## src/hdl/flash_prot_pkg.sv

```systemverilog
package flash_prot_pkg;

    // register byte offsets
    localparam logic [7:0]  OFF_SEC         = 8'h10;
    localparam logic [7:0]  OFF_CTRL        = 8'h1c;
    localparam logic [7:0]  OFF_STAT        = 8'h20;
    localparam logic [7:0]  OFF_PROT        = 8'h30;

    // field positions
    localparam int          SEC_BIT_POS     = 0;
    localparam int          BUF_DIS_POS     = 0;
    localparam int          READY_POS       = 0;

    // values after reset
    localparam logic        SEC_BIT_RESET   = 1'b1;
    localparam logic        BUF_DIS_RESET   = 1'b0;
    localparam logic        READY_RESET     = 1'b1;

    // unlock key and its window
    localparam logic [31:0] SEC_KEY         = 32'ha74a_9d23;
    localparam logic [3:0]  FULL_WORD_SEL   = 4'hf;
    localparam int          SEC_WINDOW_CLKS = 16;

    // protect bit layout
    localparam int          NUM_BLOCKS      = 2;
    localparam int          PROT_GROUP_BITS = 4;

    // timing, 100 MHz system clock
    localparam int          CLK_MHZ         = 100;
    localparam int          HW_RST_MIN_NS   = 500;
    localparam int          HW_RST_MIN_CLKS = (HW_RST_MIN_NS * CLK_MHZ + 999) / 1000;
    localparam int          READ_WAIT_US    = 2000;
    localparam int          READ_WAIT_CLKS  = READ_WAIT_US * CLK_MHZ;

    typedef enum logic [2:0] {
        CMD_PAGE_PROG,
        CMD_BLOCK_ERASE,
        CMD_CHIP_ERASE,
        CMD_PROT_PROG,
        CMD_PROT_ERASE
    } cmd_kind_t;

    typedef enum logic [1:0] {
        ST_READY,
        ST_BUSY,
        ST_FAILED
    } op_state_t;

endpackage : flash_prot_pkg

```

## src/hdl/flash_protect_security_ctrl.sv

```systemverilog
// Overview of operation
// [RL1] protect program sets that block's bit
// [RL2] protect erase clears protect bits to zero
// [RL3] protect bits readable, one per block
// [RL4] program one bit, erase four-bit group
// [RL5] lock needs enable bit and all protected
// [RL6] flash reads still work while locked
// [RL7] lock disables jtag, wire debug, trace
// [RL8] locked: commands rejected except protect erase
// [RL9] locked protect erase becomes chip erase
// [RL10] cold reset sets enable; warm keeps it
// [RL11] key then data within 16 clocks
// [RL12] key and data are full-word writes
// [RL13] control bit0: 1 disables, flushes buffer
// [RL14] software toggles buffer bit after writes
// [RL15] status bit0 busy 0, ready 1
// [RL16] success returns ready, next command taken
// [RL17] failure holds busy until hardware reset
// [RL18] software checks ready before each command
// [RL19] reset at least 0.5us, reads 2ms later
// [RL20] enable bit 1 permits security setting
// [RL21] protected block refuses program and erase
// [RL22] data write without valid key ignored
//
// Added by the designer: the Wishbone slave port.
`timescale 1ns/1ps

module flash_protect_security_ctrl #(
    parameter int READ_WAIT = flash_prot_pkg::READ_WAIT_CLKS,
    parameter int BLOCKS    = flash_prot_pkg::NUM_BLOCKS
) (
    input  wire logic                      clk_sys,
    input  wire logic                      rst,
    input  wire logic                      cold_rst,
    input  wire logic                      cyc_i,
    input  wire logic                      stb_i,
    input  wire logic                      we_i,
    input  wire logic [7:0]                adr_i,
    input  wire logic [3:0]                sel_i,
    input  wire logic [31:0]               dat_i,
    output logic      [31:0]               dat_o,
    output logic                           ack_o,
    input  wire logic                      cmd_valid,
    input  flash_prot_pkg::cmd_kind_t      cmd_kind,
    input  wire logic [$clog2(BLOCKS)-1:0] cmd_block,
    input  wire logic                      op_done,
    input  wire logic                      op_fail,
    output logic                           op_start,
    output flash_prot_pkg::cmd_kind_t      op_kind,
    output logic      [$clog2(BLOCKS)-1:0] op_block,
    output logic                           cmd_reject,
    output logic                           auto_op_ready,
    output logic      [BLOCKS-1:0]         block_protect_flags,
    output logic                           security_lock,
    output logic                           debug_disable,
    output logic                           instr_buffer_disable,
    output logic                           instr_buf_flush,
    output logic                           flash_read_en
);

    localparam int BW = $clog2(BLOCKS);
    localparam int RW = $clog2(READ_WAIT + 1);

    // warm and cold both reset everything; the enable bit takes the cold reset only
    logic any_rst;
    assign any_rst = rst | cold_rst;

    logic        bus_req;
    logic        bus_wr;
    logic        full_word;
    logic [31:0] next_dat;
    logic        next_ack;

    assign bus_req   = cyc_i & stb_i & ~ack_o;
    // writes land on the edge where the master sees ack, never before it
    assign bus_wr    = cyc_i & stb_i & ack_o & we_i;
    assign full_word = (sel_i == flash_prot_pkg::FULL_WORD_SEL);

    // one address compare shared by every write strobe
    function automatic logic reg_hit(input logic [7:0] adr, input logic [7:0] off);
        reg_hit = (adr == off);
    endfunction : reg_hit

    // security enable bit, cold reset only
    logic security_enable_bit;
    logic next_security_enable_bit;
    logic [4:0] sec_window;
    logic [4:0] next_sec_window;

    // bus slave: one wait state, unmapped reads return zero
    always_comb begin
        next_ack = bus_req;
        next_dat = dat_o;
        if (bus_req && !we_i) begin
            next_dat = 32'h0000_0000;
            unique case (adr_i)
                flash_prot_pkg::OFF_SEC: begin
                    next_dat[flash_prot_pkg::SEC_BIT_POS] = security_enable_bit;
                end
                flash_prot_pkg::OFF_CTRL: begin
                    next_dat[flash_prot_pkg::BUF_DIS_POS] = instr_buffer_disable;
                end
                flash_prot_pkg::OFF_STAT: begin
                    next_dat[flash_prot_pkg::READY_POS] = auto_op_ready; // [RL15]
                end
                flash_prot_pkg::OFF_PROT: begin
                    next_dat[BLOCKS-1:0] = block_protect_flags; // [RL3]
                end
                default: begin
                    next_dat = 32'h0000_0000;
                end
            endcase
        end
    end

    always_ff @(posedge clk_sys or posedge any_rst) begin
        if (any_rst) begin
            ack_o <= 1'b0;
            dat_o <= 32'h0000_0000;
        end else begin
            ack_o <= next_ack;
            dat_o <= next_dat;
        end
    end

    // key window: a full-word key write opens it for 16 clocks
    logic sec_wr;
    assign sec_wr = bus_wr && reg_hit(adr_i, flash_prot_pkg::OFF_SEC) && full_word; // [RL12]

    always_comb begin
        next_sec_window = sec_window;
        if (sec_wr && sec_window != 5'd0) begin
            next_sec_window = 5'd0;
        end else if (sec_wr && dat_i == flash_prot_pkg::SEC_KEY) begin
            next_sec_window = 5'(flash_prot_pkg::SEC_WINDOW_CLKS); // [RL11]
        end else if (sec_window != 5'd0) begin
            next_sec_window = sec_window - 5'd1;
        end
    end

    always_ff @(posedge clk_sys or posedge any_rst) begin
        if (any_rst) begin
            sec_window <= 5'd0;
        end else begin
            sec_window <= next_sec_window;
        end
    end

    // partial writes and writes outside the window leave it alone
    always_comb begin
        next_security_enable_bit = security_enable_bit;
        if (sec_wr && sec_window != 5'd0) begin
            next_security_enable_bit = dat_i[flash_prot_pkg::SEC_BIT_POS]; // [RL11] [RL22]
        end
    end

    always_ff @(posedge clk_sys or posedge cold_rst) begin
        if (cold_rst) begin
            security_enable_bit <= flash_prot_pkg::SEC_BIT_RESET; // [RL10]
        end else begin
            security_enable_bit <= next_security_enable_bit;
        end
    end

    // instruction buffer control
    logic next_buf_dis;
    logic next_flush;

    always_comb begin
        next_buf_dis = instr_buffer_disable;
        next_flush   = 1'b0;
        if (bus_wr && reg_hit(adr_i, flash_prot_pkg::OFF_CTRL) && sel_i[0]) begin
            next_buf_dis = dat_i[flash_prot_pkg::BUF_DIS_POS]; // [RL13]
            next_flush   = dat_i[flash_prot_pkg::BUF_DIS_POS]; // [RL13] [RL14]
        end
    end

    always_ff @(posedge clk_sys or posedge any_rst) begin
        if (any_rst) begin
            instr_buffer_disable <= flash_prot_pkg::BUF_DIS_RESET;
            instr_buf_flush      <= 1'b0;
        end else begin
            instr_buffer_disable <= next_buf_dis;
            instr_buf_flush      <= next_flush;
        end
    end

    // command gate, protect bits and ready/busy
    flash_prot_pkg::op_state_t state;
    flash_prot_pkg::op_state_t next_state;
    flash_prot_pkg::cmd_kind_t next_op_kind;
    logic [BLOCKS-1:0] next_prot;
    logic [BW-1:0]     next_op_block;
    logic              next_op_start;
    logic              next_reject;
    logic              wipe;
    logic              next_wipe;

    always_comb begin
        next_state    = state;
        next_prot     = block_protect_flags;
        next_op_kind  = op_kind;
        next_op_block = op_block;
        next_op_start = 1'b0;
        next_reject   = 1'b0;
        next_wipe     = wipe;
        unique case (state)
            flash_prot_pkg::ST_READY: begin
                if (cmd_valid) begin
                    next_op_kind  = cmd_kind;
                    next_op_block = cmd_block;
                    next_wipe     = 1'b0;
                    next_op_start = 1'b1;
                    if (security_lock) begin
                        if (cmd_kind == flash_prot_pkg::CMD_PROT_ERASE) begin
                            next_op_kind = flash_prot_pkg::CMD_CHIP_ERASE; // [RL9]
                            next_wipe    = 1'b1; // [RL9]
                        end else begin
                            next_op_start = 1'b0; // [RL8]
                        end
                    end else if ((cmd_kind == flash_prot_pkg::CMD_PAGE_PROG ||
                                  cmd_kind == flash_prot_pkg::CMD_BLOCK_ERASE) &&
                                 block_protect_flags[cmd_block]) begin
                        next_op_start = 1'b0; // [RL21]
                    end else if (cmd_kind == flash_prot_pkg::CMD_CHIP_ERASE &&
                                 |block_protect_flags) begin
                        next_op_start = 1'b0; // [RL21]
                    end
                    next_reject = ~next_op_start;
                    if (next_op_start) begin
                        next_state = flash_prot_pkg::ST_BUSY; // [RL15]
                    end
                end
            end
            flash_prot_pkg::ST_BUSY: begin
                // a command while busy is dropped
                next_reject = cmd_valid;
                if (op_fail) begin
                    next_state = flash_prot_pkg::ST_FAILED; // [RL17]
                end else if (op_done) begin
                    next_state = flash_prot_pkg::ST_READY; // [RL16]
                    if (wipe) begin
                        next_prot = '0; // [RL9]
                    end else if (op_kind == flash_prot_pkg::CMD_PROT_PROG) begin
                        next_prot[op_block] = 1'b1; // [RL1] [RL4]
                    end else if (op_kind == flash_prot_pkg::CMD_PROT_ERASE) begin
                        for (int i = 0; i < BLOCKS; i++) begin
                            if (i / flash_prot_pkg::PROT_GROUP_BITS ==
                                int'(op_block) / flash_prot_pkg::PROT_GROUP_BITS) begin
                                next_prot[i] = 1'b0; // [RL2] [RL4]
                            end
                        end
                    end
                end
            end
            flash_prot_pkg::ST_FAILED: begin
                // only a hardware reset leaves this state
                next_reject = cmd_valid; // [RL17]
            end
            default: begin
                next_state = flash_prot_pkg::ST_FAILED;
            end
        endcase
    end

    // protect bits are volatile here; reset clears them
    always_ff @(posedge clk_sys or posedge any_rst) begin
        if (any_rst) begin
            state               <= flash_prot_pkg::ST_READY;
            block_protect_flags <= '0;
            op_kind             <= flash_prot_pkg::CMD_PAGE_PROG;
            op_block            <= '0;
            op_start            <= 1'b0;
            cmd_reject          <= 1'b0;
            wipe                <= 1'b0;
            auto_op_ready       <= flash_prot_pkg::READY_RESET;
        end else begin
            state               <= next_state;
            block_protect_flags <= next_prot;
            op_kind             <= next_op_kind;
            op_block            <= next_op_block;
            op_start            <= next_op_start;
            cmd_reject          <= next_reject;
            wipe                <= next_wipe;
            auto_op_ready       <= (next_state == flash_prot_pkg::ST_READY); // [RL15] [RL16]
        end
    end

    // lock, debug gate, read enable after reset recovery
    logic [RW-1:0] read_wait;
    logic [RW-1:0] next_read_wait;
    logic          next_lock;
    logic          next_read_en;

    always_comb begin
        next_read_wait = read_wait;
        if (read_wait != '0) begin
            next_read_wait = read_wait - RW'(1); // [RL19]
        end
        // lock uses the enable bit as the permit for security
        next_lock    = security_enable_bit & (&block_protect_flags); // [RL5] [RL20]
        // lock does not gate reads, only busy and recovery do
        next_read_en = (next_read_wait == '0) && (next_state == flash_prot_pkg::ST_READY); // [RL6]
    end

    always_ff @(posedge clk_sys or posedge any_rst) begin
        if (any_rst) begin
            read_wait     <= RW'(READ_WAIT);
            security_lock <= 1'b0;
            debug_disable <= 1'b0;
            flash_read_en <= 1'b0;
        end else begin
            read_wait     <= next_read_wait;
            security_lock <= next_lock;
            debug_disable <= next_lock; // [RL7]
            flash_read_en <= next_read_en;
        end
    end

endmodule : flash_protect_security_ctrl

```

## config.mk

```make
export PLATFORM = sky130hd
export DESIGN_NAME = flash_protect_security_ctrl
export DESIGN_NICKNAME = d
export VERILOG_FILES = /design/src/hdl/flash_prot_pkg.sv /design/src/hdl/flash_protect_security_ctrl.sv
export SDC_FILE = /design/constraint.sdc
export NUM_CORES = 1
export LEC_CHECK = 0
export ABC_AREA = 1
export BUFFER_PORTS_ARGS = -buffer_cell sky130_fd_sc_hd__buf_4
export CAP_MARGIN = 40
export CORE_ASPECT_RATIO = 0.8
export CORE_UTILIZATION = 33
export CTS_BUF_LIST = sky130_fd_sc_hd__clkbuf_2
export CTS_CLUSTER_DIAMETER = 150
export DETAILED_ROUTE_END_ITERATION = 8
export PLACE_DENSITY_LB_ADDON = 0.08
export SLEW_MARGIN = 20
export SYNTH_ARGS = -nofsm -noshare
export SYNTH_HDL_FRONTEND = slang
export SYNTH_SLANG_ARGS = --single-unit
```

## constraint.sdc

```tcl
create_clock -name clk_sys -period 2.8 [get_ports clk_sys]
set_input_delay 0.56 -clock clk_sys [delete_from_list [all_inputs] [get_ports clk_sys]]
set_output_delay 0.56 -clock clk_sys [all_outputs]
set_load 0.1 [all_outputs]
```

==> out/metrics.csv, run 1 <==
stage,metric,value,unit
run_status,outcome,"complete, no violations",
sta,Fin. Hold Viols,0,
sta,clock skew,17.3,ps
global_route,antenna violations before repair,0,
yosys,post-synthesis cell area,2820,sq um
power,P_leak,1.99,nW
layout,"Net count, final",523,
power,cell internal pwr,1.16,mW
sta,Final setup viols,0,
setup_path,CP Max Fanout,15,
yosys,ys flop type,dfrtp_1,
route,First DRT Iteration DRCs,76,
global_route,GR Overflow Total,0,
setup_path,r2r endpoint,flash_read_en,
clocking,Worst-path clk slew,220,ps
global_route,first-pass GRT wire length,9950,microns
sta,Worst Max-Slew Pin Slew,536,ps
yosys,warnings from Yosys,0,
route,wire length per cell,10.5,microns
clocking,Max Root-Sink Buffers,2,
global_route,largest net degree at the start of global routing,43,
flow_run,Max Cap Violations,0,
setup_path,WP data required,3150,ps
sta,unrepaired setup endpoints after global routing,no,
setup_path,CP Class,flop to flop,
setup_path,CP arrival,2340,ps
route,DR pass1 iterations,7,
clocking,post-CTS sizing,0,
power,Pwr Density,677,nW/um^2
placed_design,IO Port Bufs,73,
clocking,Clock Latency Late Sink,400,ps
sta,Achievable Freq,0.501,GHz
yosys,number of synthesized flops with an enable pin,0,
route,Antenna Nets Post-Route,0,
setup_path,Critical Path End Type,flop,
yosys,sequential element share of the synthesized area,38.6,%
power,switch share,50.1,%
layout,Seq. cell area,1090,sq um
yosys,average cell area after synthesis,7.39,sq um
power,Max VDD drop,0.000833,V
clocking,H-tree depth,2,
floorplan,Std-Cell Rows,29,
setup_path,crit start category,flop,
layout,synthesis-to-layout area growth,22.3,%
clocking,Sink Count,43,
layout,n_diodes,0,
clocking,Post-CTS Setup Bufs,0,
clocking,CTS tree,done,
sta,crit path time final,2000,ps
power,Net Sw Power,1.17,mW
sta,setup TNS,0,ps
setup_path,reg2reg start,read_wait[0],
route,Routed WL,5950,microns
route,DR vias/cell,4.36,
yosys,Async SR Flop Fraction,100,%
floorplan,chip height,84.6,microns
placed_design,Routability Congestion,0.816,
global_route,gr usage total,13.9,%
worst_hold_path,Hold Crit Class,input pin to asynchronous set/reset pin,
clocking,cts hold-fix bufs,0,
floorplan,number of I/O pins,104,
sta,Final Cycle Share,71.3,%
clocking,total CTS buffers,5,
sta,Slew headroom,64.2,%
power,combinational share of power,49.8,%
power,sequential fraction of design power,34.7,%
floorplan,Initial Utilization,34.8,%
layout,Fill cells,826,
route,vias,2478,
power,Total Power,2.33,mW
setup_path,reg2reg path depth,12,
floorplan,DIE WIDTH,105,microns
yosys,synthesis-stage register bit count,43,
placed_design,Post-DP HPWL,4800,microns
floorplan,area of the core,8090,sq um
clocking,clock root buffer master,clkbuf_2,
sta,Final Slew Violations,0,
yosys,Mapped Cells,381,
layout,layout cells sized above 1,23.0,%
global_route,vias in the first global route,2213,
setup_path,internal reg-to-reg setup slack,800,ps
setup_path,Critical Path Start,read_wait[0],
layout,area of the multi-input gates,1360,sq um
yosys,Yosys cell types,34,
power,Clock power frac,15.5,%
floorplan,Die ar.,8910,sq um
route,DRC viols,0,
==> critical path: stages, from the launching register on <==
cell and delay [ps]:
dfrtp_1 420, inv_1 110, ha_1 210, nand2_2 130, nor2_8 220, nand3_4 200, nand2_1 100, nand2_1 70
inv_1 50, nand2_1 50, nor2_1 160, nand4_1 100, nor2_1 120
==> worst max-delay path by stage <==
stage,end
floorplan,security_lock
global placement,sec_window[1]
detailed placement,sec_window[1]
CTS,flash_read_en
global route,flash_read_en
finish,flash_read_en
==> cell type report <==
class                      instances  share of cell area (%)
multi-input combinational        270                    39.4
sequential                        43                    31.5
timing repair buffer              74                    16.1
inverter                          65                    7.09
tap                              108                    3.92
clock buffer                       7                    1.02
clock inverter                     1                   0.872
==> cell usage in the layout (no fill, tap or decap) <==
cell type	instances
a41oi_1	1
buf_4	74
nor4_1	5
nor2_2	4
nor3b_1	2
a211o_1	1
o21ai_1	1
xor2_1	7
conb_1	30
nand3b_1	3
nand3_1	13
inv_1	64
nor2_1	45
a21oi_1	12
nor3_2	1
ha_1	7
nand2_1	85
nand2_2	5
nor2_4	2
o21ai_0	15
nor3_1	5
o21ai_2	1
nand4_1	16
dfrtp_1	35
or2_1	1
inv_2	1
bufinv_16	1
o31a_1	1
nor2_8	1
dfstp_2	8
nand3_4	1
o31ai_1	1
clkbuf_2	7
a21boi_0	1
xnor2_1	3
==> cells by family after synthesis <==
logic type               after synthesis  synth area share, %
AO/OA/AOI/OAI                         34                 6.76
XOR/XNOR                              10                 3.11
adder cells (fa/ha/maj)                7                 3.11
buffers and inverters                 97                 17.3
flip-flops                            43                 38.6
other                                  1                0.133
AND/OR/NAND/NOR                      189                 31.0
==> stage by stage <==
step	instances	util, %	setup WS, ps	area, sq um	hold slack [ps]
5_1_grt	568	42.6	572	3440	90.8
2_1_floorplan	410	-	852	2930	450
3_3_place_gp	560	41.8	811	3380	490
4_1_cts	568	42.6	804	3440	102
6_report	568	42.6	805	3440	140
3_5_place_dp	560	41.8	817	3380	498
==> power by group through the flow <==
| stage | Clock, mW | Sequential, mW | Combinational (mW) |
|---|---|---|---|
| 2_1_floorplan | 0 | 1.26 | 0.506 |
| 3_3_place_gp | 0 | 0.824 | 1.16 |
| 3_5_place_dp | 0 | 0.825 | 1.17 |
| 4_1_cts | 0.382 | 0.813 | 1.17 |
| 5_1_grt | 0.399 | 0.828 | 1.25 |
| 6_report | 0.362 | 0.810 | 1.16 |
==> sequential cells by signal, indices dropped and copies added, names as in the netlist, 2 cells and up <==
signal / cells
block_protect_flags: 2
dat_o: 2
op_kind: 3
read_wait: 18
sec_window: 5
state: 2
==> cell usage after synthesis, types with 2 or more instances <==
cell      instances  share of area, %
a21oi_1          12               2.1
buf_4            31               8.3
dfrtp_1          35                31
dfstp_2           8               7.5
ha_1              7               3.1
inv_1            64               8.5
nand2_1          85                11
nand2_2           5               1.1
nand3_1          13               2.3
nand3b_1          3              0.80
nand4_1          16               3.6
nor2_1           46               6.1
nor2_2            4              0.89
nor3_1            5              0.89
nor3b_1           2              0.53
nor4_1            5               1.1
o21ai_0          15               2.7
xnor2_1           3              0.93
xor2_1            7               2.2
==> layer usage <==
layer	vias to the layer above	global-route usage (%)	part of all wire [%]
li1	1291	-	-
met1	1101	19.6	51
met2	84	21.3	43
met3	2	2.87	5.5
met4	0	4.10	0.69
met5	-	0	0
Power figures use the tool's default switching activity.
==> inputs of run 2 (changes only) <==
==> constraint.sdc (replaced) <==
create_clock -name clk_sys -period 1.82 [get_ports clk_sys]
set_input_delay 0.364 -clock clk_sys [delete_from_list [all_inputs] [get_ports clk_sys]]
set_output_delay 0.364 -clock clk_sys [all_outputs]
set_load 0.1 [all_outputs]
==> run 2 against run 1 <==
Clock skew is 8.9 ps higher. Worst hold slack better by 6.5 ps. Clock power is 24% higher. Clock-buffer cell count is 2 lower. Cell count is 3.7% higher. Worst setup slack worse by 650 ps. Sequential share of layout area is 1.6 points lower. Highest routed layer unchanged.
==> out/metrics.csv, run 2 (synthesis results as in run 1) <==
stage,metric,value,unit,change
run_status,outcome,"complete, no violations",,
layout,synthesis-to-layout area growth,29.5,%,
setup_path,crit start category,flop,,
route,Routed WL,6430,microns,+8.1%
route,First DRT Iteration DRCs,70,,-7.9%
route,DRC viols,0,,unchanged
route,wire length per cell,10.9,microns,+4.2%
clocking,Clock Latency Late Sink,420,ps,+20 ps
setup_path,reg2reg start,read_wait[5],,
sta,clock skew,26.2,ps,+8.88 ps
layout,Post-Layout Cell Count,589,,+3.7%
placed_design,Post-DP HPWL,5270,microns,+9.9%
layout,top flop regs,"read_wait x18, sec_window x5, op_kind x3",,
setup_path,critical path's top delay family,flip-flops,,
floorplan,area of the core,8090,sq um,unchanged
route,DR vias/cell,4.40,,+0.91%
global_route,vias in the first global route,2368,,+7.0%
route,Antenna Nets Post-Route,0,,unchanged
route,vias,2593,,+4.6%
floorplan,chip height,84.6,microns,unchanged
sta,Fin. Hold Viols,0,,unchanged
power,Max VDD drop,0.000838,V,+0.64%
global_route,GR Overflow Total,0,,unchanged
sta,setup TNS,0,ps,unchanged
power,P_leak,2.09,nW,+4.8%
setup_path,WP data required,1460,ps,-1690 ps
route,DR pass1 iterations,4,,-3
clocking,CTS tree,done,,
layout,"Net count, final",544,,+4.0%
layout,"commonest non-fill, non-tap cell in the layout",buf_4,,
placed_design,IO Port Bufs,73,,unchanged
sta,Final Slew Violations,0,,unchanged
setup_path,cell-by-cell trace of the critical path,buf_4,,
clocking,H-tree depth,2,,unchanged
setup_path,CP Max Fanout,2,,-13
setup_path,Worst Path Buf+Inv,1,,-1
sta,crit path time final,1670,ps,
clocking,Worst-path clk slew,250,ps,+30 ps
global_route,first-pass GRT wire length,10700,microns,+7.5%
placed_design,cell count after placement,576,,+2.9%
power,Pwr Density,962,nW/um^2,+42%
worst_hold_path,Hold Crit Class,input pin to flop,,
placed_design,Routability Congestion,0.850,,+4.2%
setup_path,Critical Path Start,auto_op_ready,,
flow_run,Max Cap Violations,0,,unchanged
setup_path,Slowest cell on crit path,dfstp_2,,
layout,most frequent cells in the layout,"buf_4 (92), nand2_1 (84), inv_1 (63), nor2_1 (42), dfrtp_1 (31)",,
global_route,gr usage total,15.2,%,+1.3 points
layout,most flop-heavy register,read_wait,,
layout,layout cells sized above 1,28.3,%,+5.2 points
setup_path,Critical Path End Type,output pin,,
sta,worst hold slack,147,ps,+6.46 ps
floorplan,DIE WIDTH,105,microns,unchanged
layout,max reg flops,18,,unchanged
floorplan,Initial Utilization,34.8,%,unchanged
sta,Final setup viols,0,,unchanged
global_route,antenna violations before repair,0,,unchanged
setup_path,CP arrival,1300,ps,-1040 ps
clocking,Sink Count,43,,unchanged
layout,n_diodes,0,,unchanged
sta,Achievable Freq,0.600,GHz,
setup_path,max incr delay on CP,600,ps,+180 ps
floorplan,Die ar.,8910,sq um,unchanged
setup_path,CP Class,flop to output pin,,
floorplan,Std-Cell Rows,29,,unchanged
clocking,clock root buffer master,clkbuf_2,,
global_route,largest net degree at the start of global routing,28,,-35%
clocking,total CTS buffers,5,,unchanged
floorplan,number of I/O pins,104,,unchanged
clocking,Max Root-Sink Buffers,2,,unchanged
worst_hold_path,origin of the worst min-delay path,cmd_block,,
sta,Final Cycle Share,91.6,%,
power,Total Power,3.51,mW,+50%
run 2: power breakdown:
group	internal, mW	switching (mW)
Combinational	0.435	1.37
Sequential	1.13	0.125
Clock	0.0997	0.348
run 2: layout make-up:
| class | instances | area [sq um] |
|---|---|---|
| clock buffer | 5 | 25.0 |
| clock inverter | 3 | 25.0 |
| fill | 841 | 4450 |
| inverter | 65 | 244 |
| multi-input combinational | 270 | 1400 |
| sequential | 43 | 1090 |
| tap | 108 | 135 |
| timing repair buffer | 95 | 722 |
run 2: through the flow:
stage          setup WS [ps]  area, sq um  util (%)
2_1_floorplan          -15.1         2930         -
3_3_place_gp            41.5         3500      43.3
3_5_place_dp            44.4         3500      43.3
4_1_cts                 14.5         3570      44.1
5_1_grt                -3.31         3650      45.1
6_report                 153         3650      45.1
run 2: layer usage:
layer | GRT usage [%] | wire (microns) | up-vias | share of wire (%)
met5 | 0 | 0 | - | 0
met1 | 21.1 | 3170 | 1151 | 49
met3 | 3.42 | 378 | 7 | 5.9
met4 | 5.12 | 96 | 0 | 1.5
li1 | - | - | 1340 | -
met2 | 23.4 | 2780 | 95 | 43
run 2: worst paths after layout:
kind                                       end  slack [ps]  cells past startpoint
hold / removal                        op_block         150                      3
hold reg to reg                  debug_disable         520                      2
setup / recovery                 auto_op_ready         150                      1
min in group asynchronous  security_enable_bit         500                      3
setup reg to reg                 flash_read_en         160                     10
max in group asynchronous        read_wait[17]         870                      4
run 2: timing repair:
item / 4_1_cts / 5_1_grt
setup endpoints to repair: 0 / 1
setup buffers: 0 / 3
gates resized for setup: 0 / 15
hold buffers: 2 / 0
hold endpoints to repair: 21 / 0
